<file path="config.mk">
export PLATFORM = sky130hd
export DESIGN_NAME = qpot_two_wire_slave
export DESIGN_NICKNAME = d
export VERILOG_FILES = /design/src/hw/qpot_pkg.sv /design/src/hw/qpot_line_filter.sv /design/src/hw/qpot_tap_decode.sv /design/src/hw/qpot_two_wire_slave.sv
export SDC_FILE = /design/constraint.sdc
export NUM_CORES = 1
export LEC_CHECK = 0
export BUFFER_PORTS_ARGS = -buffer_cell sky130_fd_sc_hd__buf_2
export CORE_ASPECT_RATIO = 1.75
export CORE_MARGIN = 1.5
export CORE_UTILIZATION = 30
export DETAILED_ROUTE_END_ITERATION = 10
export PLACE_DENSITY = 0.46
export SLEW_MARGIN = 25
export SYNTH_ARGS = -nofsm -noshare
export SYNTH_HDL_FRONTEND = slang
export SYNTH_SLANG_ARGS = --single-unit
</file>
<file path="constraint.sdc">
create_clock -name sys_clk_i -period 4.2 [get_ports sys_clk_i]
set_input_delay 0.63 -clock sys_clk_i [delete_from_list [all_inputs] [get_ports sys_clk_i]]
set_output_delay 0.63 -clock sys_clk_i [all_outputs]
set_load 0.02 [all_outputs]
</file>
<file path="src/hw/qpot_pkg.sv">
// qpot_pkg: constants, carrier types and state codes for the quad pot slave
// assumes a single 250 MHz system clock and a two-wire bus sampled as pins
package qpot_pkg;

   // geometry
   localparam int unsigned CH_NUM = 4;
   localparam int unsigned SLOT_NUM = 4;
   localparam int unsigned POS_W = 6;
   localparam int unsigned TAP_NUM = 64;

   // clock and timing
   localparam int unsigned SYS_CLK_MHZ = 250;
   // deglitch window on the bus lines, in ns; a glitch shorter than this is dropped
   localparam int unsigned FILT_NS = 8;
   localparam int unsigned FILT_CYC = (FILT_NS * SYS_CLK_MHZ) / 1000;
   // nonvolatile write busy time in cycles; no figure given, plain default
   localparam int unsigned NVW_CYC_DEF = 1000;

   // device-type identifier in the upper address nibble; value is arbitrary
   localparam logic [3:0] DEV_TYPE_ID = 4'ha;

   // bit counting
   localparam logic [2:0] BIT_FIRST = 3'h0;
   localparam logic [2:0] BIT_LAST = 3'h7;

   // reset values
   localparam logic [POS_W-1:0] SAVED_RST = 6'h00;
   localparam logic [POS_W-1:0] WIPER_RST = 6'h00;
   localparam logic [1:0] BYTE_PAD = 2'h0;
   localparam logic [7:0] BYTE_ZERO = 8'h00;

   // opcodes in the upper command nibble
   localparam logic [3:0] OP_RD_WIPER = 4'h9;
   localparam logic [3:0] OP_WR_WIPER = 4'ha;
   localparam logic [3:0] OP_RD_SAVED = 4'hb;
   localparam logic [3:0] OP_WR_SAVED = 4'hc;
   localparam logic [3:0] OP_XFR_TO_WIPER = 4'hd;
   localparam logic [3:0] OP_XFR_TO_SAVED = 4'he;

   // sampled bus lines
   typedef struct packed {
      logic scl;
      logic sda;
   } qpot_lines_t;

   localparam qpot_lines_t LINES_IDLE = 2'h3;

   // slave address byte
   typedef struct packed {
      logic [3:0] type_id;
      logic [3:0] dev_addr;
   } qpot_addr_t;

   // command byte: opcode, slot_select_hi/lo, channel_select_hi/lo
   typedef struct packed {
      logic [3:0] op;
      logic [1:0] slot;
      logic [1:0] chan;
   } qpot_cmd_t;

   typedef enum logic [3:0] {
      ST_RECALL = 4'h0,
      ST_IDLE = 4'h1,
      ST_ADDR = 4'h2,
      ST_ADDR_ACK = 4'h3,
      ST_CMD = 4'h4,
      ST_CMD_ACK = 4'h5,
      ST_RX = 4'h6,
      ST_RX_ACK = 4'h7,
      ST_TX = 4'h8,
      ST_TX_ACK = 4'h9,
      ST_WAIT = 4'ha
   } qpot_state_t;

endpackage

</file>
<file path="src/hw/qpot_line_filter.sv">
// qpot_line_filter: two-flop synchroniser and deglitch filter for scl and sda
// assumes lines idle high and change slowly against the system clock
`timescale 1ns/1ps
`default_nettype none
module qpot_line_filter #(
   parameter int unsigned LEN = qpot_pkg::FILT_CYC
) (
   // clock and reset
   input wire logic sys_clk_i,
   input wire logic arst_n_i,
   // raw and cleaned lines
   input wire qpot_pkg::qpot_lines_t raw_i,
   output qpot_pkg::qpot_lines_t clean_o
);
   import qpot_pkg::*;

   qpot_lines_t meta_ff;
   qpot_lines_t sync_ff;
   qpot_lines_t clean_ff;
   logic [1:0][7:0] cnt_ff;

   always_ff @(posedge sys_clk_i or negedge arst_n_i) begin
      if (!arst_n_i) begin
         meta_ff <= LINES_IDLE;
         sync_ff <= LINES_IDLE;
      end else begin
         meta_ff <= raw_i;
         sync_ff <= meta_ff;
      end
   end

   // a line must hold its new level LEN+1 cycles before it is believed
   for (genvar i = 0; i < 2; i++) begin : g_bit
      always_ff @(posedge sys_clk_i or negedge arst_n_i) begin
         if (!arst_n_i) begin
            clean_ff[i] <= LINES_IDLE[i];
            cnt_ff[i] <= BYTE_ZERO;
         end else if (sync_ff[i] == clean_ff[i]) begin
            cnt_ff[i] <= BYTE_ZERO;
         end else if (cnt_ff[i] >= 8'(LEN)) begin
            clean_ff[i] <= sync_ff[i];
            cnt_ff[i] <= BYTE_ZERO;
         end else begin
            cnt_ff[i] <= cnt_ff[i] + 8'h01;
         end
      end
   end

   assign clean_o = clean_ff;
endmodule
`default_nettype wire

</file>
<file path="src/hw/qpot_tap_decode.sv">
// qpot_tap_decode: registered one-of-n decode of a wiper position
// assumes pos_i comes from logic on the same clock
`timescale 1ns/1ps
`default_nettype none
module qpot_tap_decode #(
   parameter int unsigned POS_W = qpot_pkg::POS_W,
   parameter int unsigned TAP_NUM = qpot_pkg::TAP_NUM
) (
   // clock and reset
   input wire logic sys_clk_i,
   input wire logic arst_n_i,
   // position in, one-hot tap enables out
   input wire logic [POS_W-1:0] pos_i,
   output logic [TAP_NUM-1:0] tap_o
);
   import qpot_pkg::*;

   logic [TAP_NUM-1:0] tap_ff;

   // exactly one switch on, including during reset (tap zero)
   always_ff @(posedge sys_clk_i or negedge arst_n_i) begin
      if (!arst_n_i) begin
         tap_ff <= TAP_NUM'(1);
      end else begin
         tap_ff <= TAP_NUM'(1) << pos_i;
      end
   end

   assign tap_o = tap_ff;
endmodule
`default_nettype wire

</file>
<file path="src/hw/qpot_two_wire_slave.sv">
// qpot_two_wire_slave: two-wire slave and register set of a four-channel pot
// assumes the bus master makes scl; all pins are asynchronous to sys_clk_i
`timescale 1ns/1ps
`default_nettype none

// What this block does
// each channel keeps one wiper register and four saved slots, all bus accessible
// the wiper register value selects which of 64 taps feeds the wiper
// after power-up slot zero of each channel is copied into its wiper
// write-protect low blocks every write into the saved slots
// address-select pins are the low address nibble; only a match starts work
// up to sixteen devices share a bus, told apart by their pins
// sda is only pulled low or released, never driven high
// the master starts every transfer and makes the clock; we are slave only
// sda changes only while scl is low; high-scl changes are start or stop
// start is sda falling while scl high and opens every command
// bus activity is ignored as a command until a start has been seen
// stop is sda rising while scl high and ends each transaction
// the transmitter releases sda after its eighth bit
// on the ninth clock the receiver pulls sda low to acknowledge
// acknowledge a start followed by our own address
// acknowledge the command byte after the address
// acknowledge a data byte that follows the command byte
// upper nibble is the device type; all four select bits must match
// while a saved-slot write is busy the address is not acknowledged
// command byte holds opcode, two slot bits, then two channel bits
// the six-bit position enables exactly one of sixty-four tap switches
// scl and sda are synchronised and deglitched before edge detection
module qpot_two_wire_slave #(
   parameter int unsigned NVW_CYC = qpot_pkg::NVW_CYC_DEF,
   parameter logic [3:0] TYPE_ID = qpot_pkg::DEV_TYPE_ID
) (
   // clock and reset
   input wire logic sys_clk_i,
   input wire logic arst_n_i,
   // two-wire bus
   input wire logic scl_i,
   input wire logic sda_i,
   output logic sda_o,
   output logic sda_oe_o,
   // straps
   input wire logic [3:0] addr_select_pins_i,
   input wire logic wp_n_i,
   // wiper tap enables, one-hot per channel
   output logic [qpot_pkg::CH_NUM-1:0][qpot_pkg::TAP_NUM-1:0] tap_sel_o,
   // status
   output logic nv_busy_o
);
   import qpot_pkg::*;

   // pin synchronisers for straps
   logic [3:0] addr_meta_ff;
   logic [3:0] addr_sync_ff;
   logic wp_meta_ff;
   logic wp_sync_ff;

   // cleaned lines and their previous values
   qpot_lines_t raw_lines;
   qpot_lines_t lines;
   qpot_lines_t lines_q_ff;

   // bus events
   logic scl_rise;
   logic scl_fall;
   logic start_evt;
   logic stop_evt;

   // protocol state
   qpot_state_t st_ff;
   logic [2:0] bit_cnt_ff;
   logic [7:0] shift_ff;
   logic [7:0] tx_ff;
   logic ack_on_ff;
   logic oe_ff;
   qpot_cmd_t cmd_ff;
   logic [7:0] byte_in;
   qpot_addr_t addr_in;

   // commit strobes
   logic do_cmd;
   logic do_data;
   logic wp_ok;

   // register set
   logic [POS_W-1:0] wiper_position_reg [CH_NUM];
   logic [POS_W-1:0] saved_position_regs [CH_NUM][SLOT_NUM];
   logic nv_pend_ff;
   logic [31:0] busy_cnt_ff;
   logic nv_busy_ff;

   // widen a position to a bus byte
   function automatic logic [7:0] pos_byte(input logic [POS_W-1:0] pos);
      pos_byte = {BYTE_PAD, pos};
   endfunction

   // first bit on the wire of a byte sent msb first
   function automatic logic byte_msb(input logic [7:0] b);
      byte_msb = b[7];
   endfunction

   // opcodes that send a data byte back to the master
   function automatic logic is_read(input logic [3:0] op);
      is_read = (op == OP_RD_WIPER) || (op == OP_RD_SAVED);
   endfunction

   // opcodes that take a data byte from the master
   function automatic logic is_write(input logic [3:0] op);
      is_write = (op == OP_WR_WIPER) || (op == OP_WR_SAVED);
   endfunction

   always_ff @(posedge sys_clk_i or negedge arst_n_i) begin
      if (!arst_n_i) begin
         addr_meta_ff <= 4'h0;
         addr_sync_ff <= 4'h0;
         wp_meta_ff <= 1'b0;
         wp_sync_ff <= 1'b0;
      end else begin
         addr_meta_ff <= addr_select_pins_i;
         addr_sync_ff <= addr_meta_ff;
         wp_meta_ff <= wp_n_i;
         wp_sync_ff <= wp_meta_ff;
      end
   end

   assign raw_lines.scl = scl_i;
   assign raw_lines.sda = sda_i;

   qpot_line_filter #(
      .LEN(FILT_CYC)
   ) u_filter (
      .sys_clk_i(sys_clk_i),
      .arst_n_i(arst_n_i),
      .raw_i(raw_lines),
      .clean_o(lines)
   );

   always_ff @(posedge sys_clk_i or negedge arst_n_i) begin
      if (!arst_n_i) begin
         lines_q_ff <= LINES_IDLE;
      end else begin
         lines_q_ff <= lines;
      end
   end

   // edges found on the cleaned lines only
   assign scl_rise = lines.scl && !lines_q_ff.scl;
   assign scl_fall = !lines.scl && lines_q_ff.scl;
   // sda moving while scl stays high is never data
   assign start_evt = lines.scl && lines_q_ff.scl && lines_q_ff.sda && !lines.sda;
   assign stop_evt = lines.scl && lines_q_ff.scl && !lines_q_ff.sda && lines.sda;

   assign byte_in = {shift_ff[6:0], lines.sda};
   assign addr_in = byte_in;
   assign wp_ok = wp_sync_ff;
   assign do_cmd = (st_ff == ST_CMD_ACK) && scl_fall && ack_on_ff;
   assign do_data = (st_ff == ST_RX_ACK) && scl_fall && ack_on_ff;

   // protocol sequencer; we only ever follow the master's clock
   always_ff @(posedge sys_clk_i or negedge arst_n_i) begin
      if (!arst_n_i) begin
         st_ff <= ST_RECALL;
         bit_cnt_ff <= BIT_FIRST;
         ack_on_ff <= 1'b0;
      end else if (st_ff == ST_RECALL) begin
         st_ff <= ST_IDLE;
      end else if (stop_evt) begin
         st_ff <= ST_IDLE;
         ack_on_ff <= 1'b0;
      end else if (start_evt) begin
         // a repeated start restarts the address phase
         st_ff <= ST_ADDR;
         bit_cnt_ff <= BIT_FIRST;
         ack_on_ff <= 1'b0;
      end else begin
         case (st_ff)
            ST_ADDR: begin
               if (scl_rise) begin
                  bit_cnt_ff <= bit_cnt_ff + 3'h1;
                  if (bit_cnt_ff == BIT_LAST) begin
                     // wrong type, wrong pins or busy: stay silent till next start
                     if ((addr_in.type_id == TYPE_ID)
                         && (addr_in.dev_addr == addr_sync_ff)
                         && !nv_busy_ff) begin
                        st_ff <= ST_ADDR_ACK;
                     end else begin
                        st_ff <= ST_WAIT;
                     end
                  end
               end
            end
            ST_ADDR_ACK: begin
               if (scl_fall) begin
                  ack_on_ff <= !ack_on_ff;
                  if (ack_on_ff) begin
                     st_ff <= ST_CMD;
                  end
               end
            end
            ST_CMD: begin
               if (scl_rise) begin
                  bit_cnt_ff <= bit_cnt_ff + 3'h1;
                  if (bit_cnt_ff == BIT_LAST) begin
                     st_ff <= ST_CMD_ACK;
                  end
               end
            end
            ST_CMD_ACK: begin
               if (scl_fall) begin
                  ack_on_ff <= !ack_on_ff;
                  if (ack_on_ff) begin
                     if (is_read(cmd_ff.op)) begin
                        st_ff <= ST_TX;
                     end else if (is_write(cmd_ff.op)) begin
                        st_ff <= ST_RX;
                     end else begin
                        st_ff <= ST_WAIT;
                     end
                  end
               end
            end
            ST_RX: begin
               if (scl_rise) begin
                  bit_cnt_ff <= bit_cnt_ff + 3'h1;
                  if (bit_cnt_ff == BIT_LAST) begin
                     st_ff <= ST_RX_ACK;
                  end
               end
            end
            ST_RX_ACK: begin
               if (scl_fall) begin
                  ack_on_ff <= !ack_on_ff;
                  if (ack_on_ff) begin
                     st_ff <= ST_WAIT;
                  end
               end
            end
            ST_TX: begin
               if (scl_rise) begin
                  bit_cnt_ff <= bit_cnt_ff + 3'h1;
                  if (bit_cnt_ff == BIT_LAST) begin
                     st_ff <= ST_TX_ACK;
                  end
               end
            end
            ST_TX_ACK: begin
               // master answer on the ninth clock is not needed: one byte only
               if (scl_rise) begin
                  st_ff <= ST_WAIT;
               end
            end
            ST_IDLE, ST_WAIT: begin
               st_ff <= st_ff;
            end
            default: begin
               st_ff <= ST_IDLE;
            end
         endcase
      end
   end

   // receive shifter, msb first; the ninth clock must not push the ack bit in
   always_ff @(posedge sys_clk_i or negedge arst_n_i) begin
      if (!arst_n_i) begin
         shift_ff <= BYTE_ZERO;
      end else if (scl_rise && ((st_ff == ST_ADDR) || (st_ff == ST_CMD) || (st_ff == ST_RX))) begin
         shift_ff <= byte_in;
      end
   end

   // command latch
   always_ff @(posedge sys_clk_i or negedge arst_n_i) begin
      if (!arst_n_i) begin
         cmd_ff <= BYTE_ZERO;
      end else if ((st_ff == ST_CMD) && scl_rise && (bit_cnt_ff == BIT_LAST)) begin
         cmd_ff <= byte_in;
      end
   end

   // sda driver: pull low or release, changed on scl fall, released at start or stop
   always_ff @(posedge sys_clk_i or negedge arst_n_i) begin
      if (!arst_n_i) begin
         oe_ff <= 1'b0;
         tx_ff <= BYTE_ZERO;
      end else if (stop_evt || start_evt) begin
         oe_ff <= 1'b0;
      end else if (scl_fall) begin
         case (st_ff)
            ST_ADDR_ACK, ST_CMD_ACK, ST_RX_ACK: begin
               oe_ff <= !ack_on_ff;
               if (do_cmd && is_read(cmd_ff.op)) begin
                  if (cmd_ff.op == OP_RD_WIPER) begin
                     tx_ff <= pos_byte(wiper_position_reg[cmd_ff.chan]) << 1;
                     oe_ff <= !byte_msb(pos_byte(wiper_position_reg[cmd_ff.chan]));
                  end else begin
                     tx_ff <= pos_byte(saved_position_regs[cmd_ff.chan][cmd_ff.slot]) << 1;
                     oe_ff <= !byte_msb(pos_byte(saved_position_regs[cmd_ff.chan][cmd_ff.slot]));
                  end
               end
            end
            ST_TX: begin
               oe_ff <= !tx_ff[7];
               tx_ff <= tx_ff << 1;
            end
            default: begin
               // release after eighth transmitted bit and everywhere else
               oe_ff <= 1'b0;
            end
         endcase
      end
   end

   // wiper registers: recall, transfer in, direct write
   always_ff @(posedge sys_clk_i or negedge arst_n_i) begin
      if (!arst_n_i) begin
         for (int c = 0; c < CH_NUM; c++) begin
            wiper_position_reg[c] <= WIPER_RST;
         end
      end else if (st_ff == ST_RECALL) begin
         for (int c = 0; c < CH_NUM; c++) begin
            wiper_position_reg[c] <= saved_position_regs[c][0];
         end
      end else if (do_cmd && (cmd_ff.op == OP_XFR_TO_WIPER)) begin
         wiper_position_reg[cmd_ff.chan] <= saved_position_regs[cmd_ff.chan][cmd_ff.slot];
      end else if (do_data && (cmd_ff.op == OP_WR_WIPER)) begin
         wiper_position_reg[cmd_ff.chan] <= shift_ff[POS_W-1:0];
      end
   end

   // saved slots: arst_n_i stands for power-on, so they restart at a constant
   always_ff @(posedge sys_clk_i or negedge arst_n_i) begin
      if (!arst_n_i) begin
         for (int c = 0; c < CH_NUM; c++) begin
            for (int s = 0; s < SLOT_NUM; s++) begin
               saved_position_regs[c][s] <= SAVED_RST;
            end
         end
      end else if (wp_ok) begin
         if (do_cmd && (cmd_ff.op == OP_XFR_TO_SAVED)) begin
            saved_position_regs[cmd_ff.chan][cmd_ff.slot] <= wiper_position_reg[cmd_ff.chan];
         end else if (do_data && (cmd_ff.op == OP_WR_SAVED)) begin
            saved_position_regs[cmd_ff.chan][cmd_ff.slot] <= shift_ff[POS_W-1:0];
         end
      end
   end

   // busy time starts at the stop that closes an accepted saved-slot write
   always_ff @(posedge sys_clk_i or negedge arst_n_i) begin
      if (!arst_n_i) begin
         nv_pend_ff <= 1'b0;
         busy_cnt_ff <= 32'h0;
         nv_busy_ff <= 1'b0;
      end else begin
         if (wp_ok && ((do_cmd && (cmd_ff.op == OP_XFR_TO_SAVED))
                       || (do_data && (cmd_ff.op == OP_WR_SAVED)))) begin
            nv_pend_ff <= 1'b1;
         end else if (stop_evt) begin
            nv_pend_ff <= 1'b0;
         end
         if (stop_evt && nv_pend_ff) begin
            busy_cnt_ff <= 32'(NVW_CYC);
         end else if (busy_cnt_ff != 32'h0) begin
            busy_cnt_ff <= busy_cnt_ff - 32'h1;
         end
         nv_busy_ff <= (stop_evt && nv_pend_ff) || (busy_cnt_ff > 32'h1);
      end
   end

   // tap decoders, one per channel
   for (genvar c = 0; c < CH_NUM; c++) begin : g_tap
      qpot_tap_decode #(
         .POS_W(POS_W),
         .TAP_NUM(TAP_NUM)
      ) u_tap (
         .sys_clk_i(sys_clk_i),
         .arst_n_i(arst_n_i),
         .pos_i(wiper_position_reg[c]),
         .tap_o(tap_sel_o[c])
      );
   end

   // open drain: data value is always low, only the enable moves
   always_ff @(posedge sys_clk_i or negedge arst_n_i) begin
      if (!arst_n_i) begin
         sda_o <= 1'b0;
      end else begin
         sda_o <= 1'b0;
      end
   end

   assign sda_oe_o = oe_ff;
   assign nv_busy_o = nv_busy_ff;

endmodule
`default_nettype wire

</file>
-- Word level (Yosys, flattened, before mapping)
Cells that the tools add are included.
- bits in registers: 476
- output and inout bits: 259
- word-level logic and storage cells: 239
- add/subtract/negate cells: 4
- order comparisons: 7
- equal/unequal tests: 38
- shifts and indexed selects: 4
- mux-type cells: 68
- bitwise gates (word level): 7
- reduce and logical (&&, ||, !) cells: 61
- operator list (kind ; count):
    << shifter 1 x 6 -> 64 bit, first input constant ; 4
    bitwise mux 96 bit ; 2
    2-to-1 mux 96 bit ; 2
    2-to-1 mux 24 bit ; 6
    2-to-1 mux 4 bit ; 21
    2-to-1 mux 32 bit ; 2
    binary-select mux 24 bit (select 2 bit) ; 1
    bitwise mux 24 bit ; 2
    demux 24 bit (select 2 bit) ; 1
    == test 4 bit, second input constant ; 10
    2-to-1 mux 8 bit ; 5
    2-to-1 mux 6 bit ; 6
    one-hot mux 4 bit (9 select lines) ; 1
    != test 5 x 4 -> 1 bit, second input constant ; 7
    greater-than comparator 32 x 1 -> 1 bit, second input constant ; 1
    nonzero test 32 bit ; 1
    subtractor 32 x 1 -> 32 bit, second input constant ; 1
    logical AND 1 bit ; 25
    != test 5 bit, second input constant ; 5
    binary-select mux 6 bit (select 2 bit) ; 2
    demux 6 bit (select 2 bit) ; 2
    adder 8 x 1 -> 8 bit, second input constant ; 2
    == test 4 x 3 -> 1 bit, second input constant ; 4
    >= comparator 8 x 2 -> 1 bit, second input constant ; 2
    other kinds (30) ; 74

-- Depth between registers and ports, before layout
- word-level depth: 10
- mapped depth: 7

-- Cells and area by module
From an unflattened synthesis, not the netlist that was laid out.
- cell total of the unflattened synthesis: 1618
- area total of the unflattened synthesis: 18677.9 µm²
- by module, submodules not included (module ; instances ; cells an instance ; area an instance (µm²)):
    qpot_two_wire_slave ; 1 ; 933 ; 9645.5
    qpot_tap_decode ; 4 ; 159 ; 2064.5
    qpot_line_filter ; 1 ; 49 ; 774.5

-- Worst setup path before layout
No wires, ideal clock.
- kind: reg2reg
- from: reg busy_cnt_ff[10]
- to: reg busy_cnt_ff[5]
- arrival time: 2441 ps
- path slack: 1617 ps
- stages on the path, launching flop included: 8
- buffers on the path: 2
- period minus slack after synthesis: 2583 ps
- cell sequence: dfrtp_1 > or4_1 > buf_2 > or4_4 > or4_1 > buf_4 > a31oi_1 > o21ai_0
- longest elaborated chain between the ends: 2
- ends and longest elaborated chain (what ; RTL line ; RTL):
    from (decl) ; qpot_two_wire_slave.sv:88 ; logic [31:0] busy_cnt_ff;
    from (signal assigned) ; qpot_two_wire_slave.sv:360 ; busy_cnt_ff <= 32'(NVW_CYC);
    from (signal assigned) ; qpot_two_wire_slave.sv:362 ; busy_cnt_ff <= busy_cnt_ff - 32'h1;
    nonzero test 32 bit ; qpot_two_wire_slave.sv:361 ; end else if (busy_cnt_ff != 32'h0) begin
    nonzero test 2 bit (no line) ; -- ;
Every way passes these cells.
A chain may end at the register's enable or synchronous reset.

-- Worst setup path in the final report
- from: reg st_ff[0]
- to: reg saved_position_regs[95] in the netlist's numbering
- longest elaborated chain between the ends: 6
- elaborated cells on any way between the ends: 11
- those cells by class: eq/ne: 2; mux: 1; reduce/logical: 8
- ends and longest elaborated chain (what ; RTL line ; RTL):
    from (decl) ; qpot_two_wire_slave.sv:69 ; qpot_state_t st_ff;
    from (signal assigned) ; qpot_two_wire_slave.sv:252 ; st_ff <= st_ff;
    == test 4 x 3 -> 1 bit, on equally long branches ; qpot_two_wire_slave.sv:155, qpot_two_wire_slave.sv:156 ;
    logical AND 1 bit, on equally long branches (2 in a row) ; qpot_two_wire_slave.sv:155, qpot_two_wire_slave.sv:156 ;
    logical AND 1 bit, on equally long branches ; qpot_two_wire_slave.sv:338, qpot_two_wire_slave.sv:340 ;
    nonzero test 2 bit (no line) ; -- ;
    AND reduction 2 bit (no line) ; -- ;
    to (signal, indexed assignment) ; qpot_two_wire_slave.sv:339 ; saved_position_regs[cmd_ff.chan][cmd_ff.slot] <= wiper_position_reg[cmd_ff.chan];
    to (signal, indexed assignment) ; qpot_two_wire_slave.sv:341 ; saved_position_regs[cmd_ff.chan][cmd_ff.slot] <= shift_ff[POS_W-1:0];
    to (decl) ; qpot_two_wire_slave.sv:86 ; logic [POS_W-1:0] saved_position_regs [CH_NUM][SLOT_NUM];
Several ways; a longest one is shown, not always the timed one.

==> flow_summary_export.csv <==
group,metric,value,unit
synth,synthArstFlopShare,1.00,
clocking,clk_path_buf_depth,3,
power,power,9360,µW
power,power_leakage,0.0113,µW
sta,finalWorstSetupSlack,1310,ps
synth,seq_area_frac_synth,0.638,
die,row_count,120,
sta,hold_violations,0,
clocking,htree_num_levels,2,
worst_setup_path,worstPathCellList,"and3b_1 > and4_1 > nor4bb_1 > nand2_1 > mux2_2",
synth,synth_cells,1540,
worst_setup_path,crit_fanout,19,
cells_and_area,num_antenna_cells,0,
global_route,grt_first_pass_wirelength,79.8,mm
detailed_routing,drtIter0Drc,510,
detailed_routing,routedWlPerCell,19.8,µm
placement,dpl_worst_slack,1270,ps
sta,setup_viol,0,
cells_and_area,drive_above_1_share,0.289,
cells_and_area,fin_nets,1808,
worst_setup_path,slowest_delay,720,ps
clocking,root_buffer,"clkbuf_16",
global_route,grt_remaining_overflow,0,
detailed_routing,drtAntennaViolNets,0,
detailed_routing,remaining_drc_errors,0,
synth,synth.most_common_cell,"dfrtp_1",
sta,clock_skew,26.0,ps
synth,ys.flop_type,"dfrtp_1",
synth,ys_ff_latch,475,
run,maxCapViolations,0,
die,die_height,333,µm
die,ios,268,
cells_and_area,final_cells,2620,
sta,tns,0,ps
clocking,cts.sinks,475,
global_route,antenna_found_initial,0,
sta,period_minus_slack,2890,ps
worst_setup_path,arrival,3360,ps
cells_and_area,fillers,6054,
synth,synth.top_cell.area_share,0.621,
synth,netlist_top_cells_count,"dfrtp_1, nor2_1, mux2_2",
global_route,track_usage,0.163,
sta,fmax,0.345,GHz
worst_setup_path,critPathLaunchType,"flop",
power,power_density,418,nW/µm²
worst_setup_path,slowest_stage,"dfrtp_1",
worst_setup_path,crit_required,4660,ps
sta,tightestPinTransition,945,ps
synth,synth_warnings,0,
clocking,clk_pin_slew_worst_paths,60,ps
sta,rsz0062_at_grt,"false",
synth,yosys-top-cells-area,"dfrtp_1, mux2_2, nor2_1, mux4_2, nand2_1",
worst_setup_path,worst-path-buf-inv,0,
synth,synth.distinct_cells,65,
sta,slew_violations,0,
placement,dp_hpwl,37.5,mm
sta,relSlewSlack,0.370,
cells_and_area,area_growth,20.1,%
worst_setup_path,critPathKind,"reg2reg",
placement,io_buffer_count,266,
global_route,grt_pass1_vias,13220,
clocking,cts_tree,"built",
hold_path,hp-class,"in2async",
detailed_routing,first_pass_iters,4,
clocking,worstSkewPairLatency,600,ps
synth,yosysTopAreaCell,"dfrtp_1",
detailed_routing,vias_per_cell,4.85,
die,die_x,191,µm
clocking,post_cts_resized,0,
synth,syn_avg_cell_area,12.1,µm²
die,die-area,63700,µm²
power,peakVddDrop,325,µV
cells_and_area,largest_register_ffs,256,
die,coreArea,61300,µm²
clocking,post_cts_buffers,0,
detailed_routing,wl,51.9,mm
placement,gp_congestion,0.832,
detailed_routing,vias,12715,
synth,synth.cell_area,18600,µm²
synth,synth_edf_count,0,
global_route,grt_max_degree,101,
die,start_util,0.304,
clocking,numCtsBuffers,46,
run_status,run_status,"completed",
clocking,hold_buffers,0,
worst_setup_path,crit_family,"simple AND/OR/NAND/NOR gates",
placement,post-place-cells,2535,
worst_setup_path,end_kind,"flop",
sta,finalCritPeriodShare,0.689,
-- through the flow --
stage               area, µm²  utilization  hold WS (ps)
finish                  22400        0.366          58.3
global route            22400        0.366           119
CTS                     22400        0.366          97.8
detailed placement      20800        0.340           337
global placement        20800        0.340           340
floorplan               18700            -           331
-- layer usage --
metal | routed length, µm | track usage
met5 | 0 | 0
met2 | 28200 | 0.306
met1 | 19500 | 0.180
met4 | 1780 | 0.0645
met3 | 2400 | 0.0273
-- worst register-to-register path, delay by kind of cell (launching register included) --
kind | cells | cell delay, ps
multiplexers | 1 | 360
AND/OR/NAND/NOR | 4 | 1690
flip-flops | 1 | 720
-- layout make-up --
type	count	area (µm²)	share of cell area
Sequential cell	475	11900	0.532
Multi-Input combinational cell	972	6390	0.285
Timing Repair Buffer	278	1490	0.0667
Clock buffer	74	1420	0.0633
Tap cell	793	992	0.0443
Clock inverter	11	130	0.00581
Inverter	17	63.8	0.00285
-- where the power goes --
part           internal [µW]  total, µW  leakage, µW  switching [µW]
registers               4620       4690      0.00654            72.9
logic                    127        447      0.00400             320
clock network           2440       4220     0.000762            1780
total                   7190       9360       0.0113            2170
-- worst paths after layout --
kind,startpoint,end,slack [ps],depth (start not counted)
worst min register to register,addr_meta_ff[3]$_DFF_PN0_,addr_sync_ff[3]$_DFF_PN0_,350,0
max in group asynchronous,arst_n_i,g_tap[3].u_tap.tap_o[0]$_DFF_PN1_,3100,2
min in group sys_clk_i,addr_select_pins_i[0],addr_meta_ff[0]$_DFF_PN0_,140,1
worst max-delay path,st_ff[0]$_DFFE_PN0P_,saved_position_regs[95]$_DFFE_PN0P_,1310,5
worst max register to register,st_ff[0]$_DFFE_PN0P_,saved_position_regs[95]$_DFFE_PN0P_,1310,5
worst min-delay path,arst_n_i,busy_cnt_ff[12]$_DFFE_PN0P_,60,1
-- layout by cell type (no fill, tap or decap), drive strengths merged, types with 32 or more instances in the layout --
cell	netlist	final
dfrtp	463	463
nor2	278	278
buf	8	278
mux2	122	122
nand2	116	116
clkbuf	78	74
nand3	49	49
nor3	35	35
nand2b	32	32
-- cell families (layout without fill, tap and decap cells) --
family	Yosys count	count (layout)	share of synthesized area
AND/OR/NAND/NOR	644	644	0.163
flip-flops	475	475	0.638
multiplexers	155	155	0.112
AO/OA/AOI/OAI	138	138	0.0522
buffers and inverters	103	380	0.0213
XOR/XNOR	15	15	0.00705
adder cells (fa/ha/maj)	9	9	0.00604
other	1	11	0.000201
Note: power is estimated with default switching activity, not from simulation.
